[src/core/pm_bus_pkg.sv]
/*
 Constants for the program memory mode and external bus block.
 Assumes a four-phase instruction cycle generated from sys_clk.
*/
package pm_bus_pkg;
  // =====================================================
  // mode configuration encoding
  typedef enum logic [1:0] {
    MODE_MICROPROC = 2'h3,
    MODE_EXTENDED  = 2'h2,
    MODE_MICROCTRL = 2'h1,
    MODE_PROTECTED = 2'h0
  } pm_mode_e;
  localparam logic [1:0] CFG_UNPROGRAMMED = 2'h3;
  // =====================================================
  // vectors
  localparam logic [15:0] RESET_VECTOR = 16'h0000;
  localparam logic [15:0] INT_VEC0 = 16'h0008;
  localparam logic [15:0] INT_VEC1 = 16'h0010;
  localparam logic [15:0] INT_VEC2 = 16'h0018;
  localparam logic [15:0] INT_VEC3 = 16'h0020;
  // =====================================================
  // default internal memory size in words
  localparam int INT_MEM_WORDS = 8192;
  // phase encodings within an instruction cycle
  localparam logic [1:0] PHASE_Q1 = 2'h0;
  localparam logic [1:0] PHASE_Q2 = 2'h1;
  localparam logic [1:0] PHASE_Q3 = 2'h2;
  localparam logic [1:0] PHASE_Q4 = 2'h3;
  // control line positions on the control port
  localparam int CTL_ALE = 0;
  localparam int CTL_OE = 1;
  localparam int CTL_WR = 2;
  // output enable values (low drives)
  localparam logic [7:0] OE_DRIVE = 8'h00;
  localparam logic [7:0] OE_FLOAT = 8'hFF;
  localparam logic [2:0] CTL_IDLE = 3'h6;
endpackage

[src/core/program_memory_mode_ext_bus.sv]
/*
 Program memory mode selection and multiplexed external program bus.
 Assumes external address latches on the bus and an outside core that
 asks for fetches and table writes one per instruction cycle.
*/
// Operation
// - program fetch path apart from data
// - sixteen bit program counter, 64K words
// - reset fetch at zero, four vectors
// - four memory modes from configuration bits
// - internal only modes, unknown beyond end
// - protected mode turns on code protection
// - extended mode splits internal/external by address
// - microprocessor mode fetches all words externally
// - unprogrammed bits select microprocessor mode
// - gate configuration, test, boot memory access
// - data memory always stays on chip
// - two ports form bus, three control lines
// - extended internal fetch still toggles controls
// - external data ignored during internal fetch
`timescale 1ns/100ps
module program_memory_mode_ext_bus
  import pm_bus_pkg::*;
#(
  parameter int INT_WORDS = INT_MEM_WORDS
) (
  input wire logic sys_clk,
  input wire logic rstn,
  input wire logic [1:0] modeCfg,
  input wire logic vecLoad,
  input wire logic [1:0] vecSel,
  input wire logic jumpLoad,
  input wire logic [15:0] jumpAddr,
  input wire logic tblWrite,
  input wire logic [15:0] tblAddr,
  input wire logic [15:0] tblData,
  input wire logic specialReq,
  input wire logic [15:0] intWord,
  input wire logic [7:0] busLowByteIn,
  input wire logic [7:0] busHighByteIn,
  output logic [7:0] busLowByteOut,
  output logic [7:0] busHighByteOut,
  output logic [7:0] busLowByteOe,
  output logic [7:0] busHighByteOe,
  output logic [2:0] busControlOut,
  output logic [2:0] busControlOe,
  output logic [15:0] progCounter,
  output logic [15:0] intAddr,
  output logic intRead,
  output logic [15:0] fetchWord,
  output logic fetchValid,
  output logic codeProtect,
  output logic specialGrant,
  output logic [1:0] activeMode
);
  // =====================================================
  // state
  typedef struct packed {
    logic cfgTaken;
    pm_mode_e mode;
    logic [1:0] phase;
    logic [15:0] pc;
    logic [15:0] cycAddr;
    logic cycWrite;
    logic [15:0] cycData;
    logic cycInternal;
    logic [7:0] lowOut;
    logic [7:0] highOut;
    logic [7:0] lowOe;
    logic [7:0] highOe;
    logic [2:0] ctlOut;
    logic [2:0] ctlOe;
    logic [15:0] intAddr;
    logic intRead;
    logic [15:0] word;
    logic valid;
    logic protect;
    logic grant;
  } state_s;

  state_s st_q;
  state_s st_d;

  localparam logic [16:0] INT_LIMIT = 17'(INT_WORDS);

  // =====================================================
  // decode helpers
  // word address lies inside the implemented internal memory
  function automatic logic belowSplit(input logic [15:0] a);
    belowSplit = ({1'b0, a} < INT_LIMIT);
  endfunction

  // internal versus external by mode and word address
  function automatic logic isInternal(input pm_mode_e m, input logic [15:0] a);
    logic inRange;
    inRange = belowSplit(a);
    unique case (m)
      MODE_MICROPROC: begin
        isInternal = 1'b0;
      end
      MODE_EXTENDED: begin
        isInternal = inRange;
      end
      MODE_MICROCTRL, MODE_PROTECTED: begin
        isInternal = 1'b1;
      end
    endcase
  endfunction

  // modes that run the external bus
  function automatic logic drivesBus(input pm_mode_e m);
    drivesBus = (m == MODE_MICROPROC) || (m == MODE_EXTENDED);
  endfunction

  // modes that keep execution internal
  function automatic logic internalOnly(input pm_mode_e m);
    internalOnly = (m == MODE_MICROCTRL) || (m == MODE_PROTECTED);
  endfunction

  // interrupt entry point for a vector select
  function automatic logic [15:0] vectorFor(input logic [1:0] sel);
    logic [15:0] v;
    v = INT_VEC0;
    unique case (sel)
      2'h0: begin
        v = INT_VEC0;
      end
      2'h1: begin
        v = INT_VEC1;
      end
      2'h2: begin
        v = INT_VEC2;
      end
      2'h3: begin
        v = INT_VEC3;
      end
    endcase
    vectorFor = v;
  endfunction

  // =====================================================
  // next state
  always_comb begin
    logic [15:0] cycTarget;
    logic busMode;
    cycTarget = st_q.pc;
    busMode = 1'b0;
    st_d = st_q;
    st_d.valid = 1'b0;
    st_d.intRead = 1'b0;
    // =====================================================
    // mode, protection and special access
    // mode latched once after reset release, fixed thereafter
    if (!st_q.cfgTaken) begin
      st_d.cfgTaken = 1'b1;
      st_d.mode = pm_mode_e'(modeCfg);
    end
    if (st_q.cfgTaken && st_q.mode == MODE_PROTECTED) begin
      st_d.protect = 1'b1;
    end else begin
      st_d.protect = 1'b0;
    end
    if (specialReq && st_q.cfgTaken && internalOnly(st_q.mode)) begin
      st_d.grant = 1'b1;
    end else begin
      st_d.grant = 1'b0;
    end
    busMode = st_q.cfgTaken && drivesBus(st_q.mode);
    // =====================================================
    // phase sequencing
    // phases hold at the first slot until the mode is known
    if (st_q.cfgTaken) begin
      st_d.phase = st_q.phase + 2'h1;
    end else begin
      st_d.phase = PHASE_Q1;
    end
    if (tblWrite) begin
      cycTarget = tblAddr;
    end
    // =====================================================
    // bus cycle
    unique case (st_q.phase)
      PHASE_Q1: begin
        // start of instruction cycle: pick fetch or table write
        st_d.cycWrite = tblWrite;
        st_d.cycAddr = cycTarget;
        st_d.cycData = tblData;
        st_d.cycInternal = isInternal(st_q.mode, cycTarget);
        if (busMode) begin
          st_d.lowOut = cycTarget[7:0];
          st_d.highOut = cycTarget[15:8];
          st_d.lowOe = OE_DRIVE;
          st_d.highOe = OE_DRIVE;
          st_d.ctlOut = CTL_IDLE;
          st_d.ctlOut[CTL_ALE] = 1'b1;
        end
      end
      PHASE_Q2: begin
        st_d.ctlOut[CTL_ALE] = 1'b0;
        // address held in the external latches while outside stays off the bus
        if (busMode && !st_q.cycWrite) begin
          st_d.lowOe = OE_FLOAT;
          st_d.highOe = OE_FLOAT;
        end
        if (st_q.cycInternal) begin
          st_d.intAddr = st_q.cycAddr;
          st_d.intRead = !st_q.cycWrite;
        end
      end
      PHASE_Q3: begin
        if (busMode) begin
          if (st_q.cycWrite) begin
            st_d.lowOut = st_q.cycData[7:0];
            st_d.highOut = st_q.cycData[15:8];
            st_d.ctlOut[CTL_WR] = 1'b0;
          end else begin
            st_d.ctlOut[CTL_OE] = 1'b0;
          end
        end
      end
      PHASE_Q4: begin
        if (busMode) begin
          st_d.ctlOut = CTL_IDLE;
        end
        if (!st_q.cycWrite) begin
          if (st_q.cycInternal) begin
            st_d.word = intWord;
          end else begin
            st_d.word = {busHighByteIn, busLowByteIn};
          end
          st_d.valid = 1'b1;
        end
        if (vecLoad) begin
          st_d.pc = vectorFor(vecSel);
        end else if (jumpLoad) begin
          st_d.pc = jumpAddr;
        end else if (!st_q.cycWrite) begin
          st_d.pc = st_q.pc + 16'h0001;
        end
      end
    endcase
    // =====================================================
    // pad enables
    if (!busMode) begin
      st_d.lowOe = OE_FLOAT;
      st_d.highOe = OE_FLOAT;
      st_d.ctlOe = 3'h7;
    end else begin
      st_d.ctlOe = 3'h0;
    end
  end

  // =====================================================
  // registers; data memory is outside this block and always on chip
  always_ff @(posedge sys_clk or negedge rstn) begin
    if (!rstn) begin
      st_q <= '{
        cfgTaken: 1'b0,
        mode: pm_mode_e'(CFG_UNPROGRAMMED),
        phase: PHASE_Q1,
        pc: RESET_VECTOR,
        cycAddr: RESET_VECTOR,
        cycWrite: 1'b0,
        cycData: 16'h0000,
        cycInternal: 1'b0,
        lowOut: 8'h00,
        highOut: 8'h00,
        lowOe: OE_FLOAT,
        highOe: OE_FLOAT,
        ctlOut: CTL_IDLE,
        ctlOe: 3'h7,
        intAddr: 16'h0000,
        intRead: 1'b0,
        word: 16'h0000,
        valid: 1'b0,
        protect: 1'b0,
        grant: 1'b0
      };
    end else begin
      st_q <= st_d;
    end
  end

  // =====================================================
  // outputs
  assign busLowByteOut = st_q.lowOut;
  assign busHighByteOut = st_q.highOut;
  assign busLowByteOe = st_q.lowOe;
  assign busHighByteOe = st_q.highOe;
  assign busControlOut = st_q.ctlOut;
  assign busControlOe = st_q.ctlOe;

  // =====================================================
  // core side
  assign progCounter = st_q.pc;
  assign intAddr = st_q.intAddr;
  assign intRead = st_q.intRead;
  assign fetchWord = st_q.word;
  assign fetchValid = st_q.valid;
  assign codeProtect = st_q.protect;
  assign specialGrant = st_q.grant;
  assign activeMode = st_q.mode;
endmodule

[config.mk]
export PLATFORM = sky130hd
export DESIGN_NAME = program_memory_mode_ext_bus
export DESIGN_NICKNAME = d
export VERILOG_FILES = /design/src/core/pm_bus_pkg.sv /design/src/core/program_memory_mode_ext_bus.sv
export SDC_FILE = /design/constraint.sdc
export NUM_CORES = 1
export LEC_CHECK = 0
export BUFFER_PORTS_ARGS = -buffer_cell sky130_fd_sc_hd__buf_4
export CELL_PAD_IN_SITES_DETAIL_PLACEMENT = 1
export CELL_PAD_IN_SITES_GLOBAL_PLACEMENT = 2
export CORE_MARGIN = 8
export CORE_UTILIZATION = 32
export DETAILED_ROUTE_END_ITERATION = 10
export PLACE_DENSITY_LB_ADDON = 0.05
export SLEW_MARGIN = 20
export SYNTH_ARGS = -nofsm -noshare
export SYNTH_HDL_FRONTEND = slang
export SYNTH_SLANG_ARGS = --single-unit
[constraint.sdc]
create_clock -name sys_clk -period 2.75 [get_ports sys_clk]
set_clock_uncertainty 0.1 [all_clocks]
set_input_delay 0.1375 -clock sys_clk [delete_from_list [all_inputs] [get_ports sys_clk]]
set_output_delay 0.1375 -clock sys_clk [all_outputs]
set_load 0.01 [all_outputs]
==> metrics.md <==
| Metric | Value |
|---|---|
| I/O pins | `182` |
| Placer Congestion | `approximately 0.8` |
| Most frequent cells in the layout | `192 x buf_4, 106 x dfrtp_1, 71 x nand2_1` |
| Lkg Pwr | `4.03 nW` |
| Worst skew pair latency | `~410 ps` |
| Hold crit path type | `in2reg` |
| Vias | `4,856` |
| Busiest grt layer | `met2` |
| Area of the mapped netlist | `0.00636 mm^2` |
| Total GRT Usage | `between 10% and 20%` |
| Critical-path top delay cell | `dlygate4sd3_1` |
| DIE AREA | `about 0.025 mm^2` |
| First DRT Iteration DRCs | `208` |
| Worst setup endpoint | `progCounter[1]$_DFFE_PN0P_` |
| Cell variety after synth | `51` |
| Total Routed Length | `about 20 mm` |
| Post-CTS setup repair buffer count | `0` |
| DR DRC count | `0` |
| Pwr dens | `809 mW/mm^2` |
| CP most frequent cell | `dlygate4sd3_1` |
| Initial antenna violation count | `0` |
| Number of diodes | `0` |
| Fmax | `0.432 GHz` |
| Arrival @ worst endpoint | `2500 ps` |
| Cells on worst reg2reg path | `4` |
| Final setup vio count | `0` |
| Worst Setup SP | `vecLoad` |
| Worst-path clk slew | `60 ps` |
| TritonCTS clock tree | `built` |
| Commonest non-fill, non-tap cell in the layout | `buf_4` |
| Critical Path Stages | `6` |
| Die Ht | `157 um` |
| Least-Margin Pin Slew | `around 800 ps` |
| Syn-to-layout area delta | `35.1%` |
| Top FF cell, synth | `dfrtp_1` |
| Clock Sinks | `between 100 and 150` |
| Post-DP Area | `0.00738 mm^2` |
| Clk buf depth | `2` |
| Yosys Warn Count | `0` |
| Cells after synthesis | `~600` |
| I/O Buffers | `~180` |
| CP top delay family | `buffers and inverters` |
| Post-DR wirelength/cell | `19.2 um` |
| Mapped Nets | `696` |
| Min cycle time layout | `2310 ps` |
| Outcome | `completed` |
| WP buf/inv | `3` |
| DP Wirelength | `roughly 14 mm` |
| First-pass GRT wire length | `31.1 mm` |
| # resized after CTS | `0` |
| Post-route setup slack | `436 ps` |
| Synth Area per Inst | `10.6 um^2` |
| Initial Util | `32.7%` |
| Clock Tree Root | `clkbuf_16` |
| Worst Path Max Fanout | `14` |
| EDFF count, synth | `0` |
| Cell row count | `between 50 and 60` |
| Max Slew Vio Count | `0` |
| Die W | `157 um` |
| Share of layout cells above drive strength 1 | `40.3%` |
| Worst slack at placement | `711 ps` |
| TritonCTS Buffers | `17` |
| GR Layer Usage met3 | `4.58%` |
| Crit Path Class | `in2reg` |
| CP peak stage delay | `590 ps` |
| Hold Vio Cnt, Final | `0` |
| Flop2flop setup slack | `~540 ps` |
| Core ar. | `between 0.015 and 0.02 mm^2` |
| Setup TNS | `0 ps` |
| Critical Path Sink Type | `flop` |
| Max-Slew Margin vs Limit | `~47%` |
| Post-route ant nets | `0` |
| Finished Layout Cells | `1,037` |
| Placed Cells | `940` |
| Via/cell ratio | `around 4.7` |
| # H-tree levels | `4` |
| Max-cap violations | `0` |
| Worst EP required | `2940 ps` |
| Post-synth ARST share | `100%` |
| Sequential area share after synthesis | `50.4%` |
| R2r endpoint | `progCounter[1]$_DFFE_PN0P_` |
| CP Cell Sequence | `dlygate4sd3_1 > buf_4 > or2_1 > o21ai_2 > o31ai_1 > dlygate4sd3_1` |
| Crit share post-route | `a little over four fifths` |
| Grt total ovfl | `0` |
| Critical Path Start Type | `input pin` |
| RSZ-0062 raised after global routing | `no` |
| Final Cell Area | `0.00859 mm^2` |
| Largest net degree at the start of global routing | `between 70 and 80` |
| R2R Path Start | `st_q[124]$_DFF_PN0_` |
| Met1 usage | `between 20% and 30%` |
| First-pass iteration count of the detailed router | `4` |
| Number of global-route vias before repair | `5,411` |
| GR Util met2 | `between 20% and 30%` |
| Synthesized flop and latch total | `127` |
| Worst IR Drop VDD | `434 uV` |
| Final nets | `approximately 860` |
[synth_stat cells, types with 2 or more instances]
cell type  number  area share, %
o41ai_1         3           0.41
a22oi_1        12            1.4
inv_1          11           0.65
a221o_1         2           0.31
o21ai_0        29            2.3
o21a_1          2           0.24
o311ai_0        5           0.69
nor2_1         31            1.8
dfstp_2        21            8.7
nor3_1          6           0.47
or3_1           3           0.29
nand3_1         5           0.39
ha_1            8            1.6
dfrtp_1       106             42
nand2b_1        4           0.39
nand4_1         4           0.39
a22o_1          3           0.41
a21oi_1        31            2.4
clkbuf_1       15           0.88
a21o_1          2           0.24
mux2_2         58             10
mux2i_1        25            3.9
a31oi_1         3           0.29
nand2_1        71            4.2
o31ai_1         7           0.83
and2_1          3           0.29
buf_4          88             10
and3_1          4           0.39
buf_2          12           0.94
nor4_1          3           0.29
[power by group]
| group | total [mW] | switching (mW) | internal [mW] |
|---|---|---|---|
| clock network | 2.13 | 0.864 | 1.27 |
| registers | 2.79 | 0.401 | 2.39 |
| logic | 2.03 | 0.940 | 1.09 |
| total | 6.96 | 2.20 | 4.75 |
[flip-flops by register name, indices dropped and copies added, names as in the netlist]
signal	count
st_q	37
fetchWord	16
intAddr	16
progCounter	16
busHighByteOe	8
busHighByteOut	8
busLowByteOe	8
busLowByteOut	8
busControlOut	3
activeMode	2
busControlOe	1
codeProtect	1
fetchValid	1
intRead	1
specialGrant	1
[how the worst min path moves through the flow]
| stage | start | endpoint | slack, ps | cells past startpoint |
|---|---|---|---|---|
| 2_1_floorplan | rstn | busControlOut[0]$_DFFE_PN0P_ | -260 | 0 |
| 3_3_place_gp | rstn | progCounter[2]$_DFFE_PN0P_ | 150 | 1 |
| 3_5_place_dp | rstn | progCounter[2]$_DFFE_PN0P_ | 160 | 1 |
| 4_1_cts | tblAddr[14] | st_q[106]$_DFFE_PN0N_ | 10 | 3 |
| 5_1_grt | tblAddr[3] | st_q[95]$_DFFE_PN0N_ | 20 | 3 |
| 6_report | tblAddr[3] | st_q[95]$_DFFE_PN0N_ | 2 | 3 |
[worst register-to-register path, stage by stage (launching register included)]
cell           delay [ps]
dfrtp_1               410
ha_1                  440
o21ai_2               280
o31ai_1               320
dlygate4sd3_1         590
[timing repair]
action,4_1_cts,5_1_grt
endpoints found under the setup margin,0,0
hold buffers,65,0
endpoints found under the hold margin,110,0
[stage by stage]
| step | power (mW) | util (%) | hold WS (ps) |
|---|---|---|---|
| global route | 7.37 | 44.2 | 24.2 |
| finish | 6.96 | 44.2 | 1.79 |
| detailed placement | 4.80 | 37.9 | 158 |
| global placement | 4.75 | 37.9 | 145 |
| CTS | 7.09 | 44.2 | 11.3 |
| floorplan | 4.16 | - | -258 |
[cell type report]
type	count	area, um^2
Clock buffer	19	443
Sequential cell	127	3200
Timing Repair Buffer	259	2120
Clock inverter	13	116
Fill cell	2163	10900
Inverter	11	41.3
Tap cell	265	332
Multi-Input combinational cell	343	2330
[logic make-up (layout without fill, tap and decap cells)]
family / count (synthesis) / count (layout) / synth area share [%]
buffers and inverters: 128 / 302 / 13.0
muxes: 83 / 83 / 14.2
xor gates and xnor gates: 1 / 1 / 0.138
other: 1 / 1 / 0.0589
and+or+nand+nor: 145 / 145 / 10.4
adders and majority gates: 8 / 8 / 1.57
AOI/OAI and AO/OA: 105 / 105 / 10.3
DFF: 127 / 127 / 50.4
[per-layer routing]
metal / wire (um) / up-vias
li1: - / 2304
met1: 8630 / 2420
met2: 10000 / 123
met3: 1160 / 9
met4: 112 / 0
met5: 0 / -
Power figures use the tool's default switching activity.
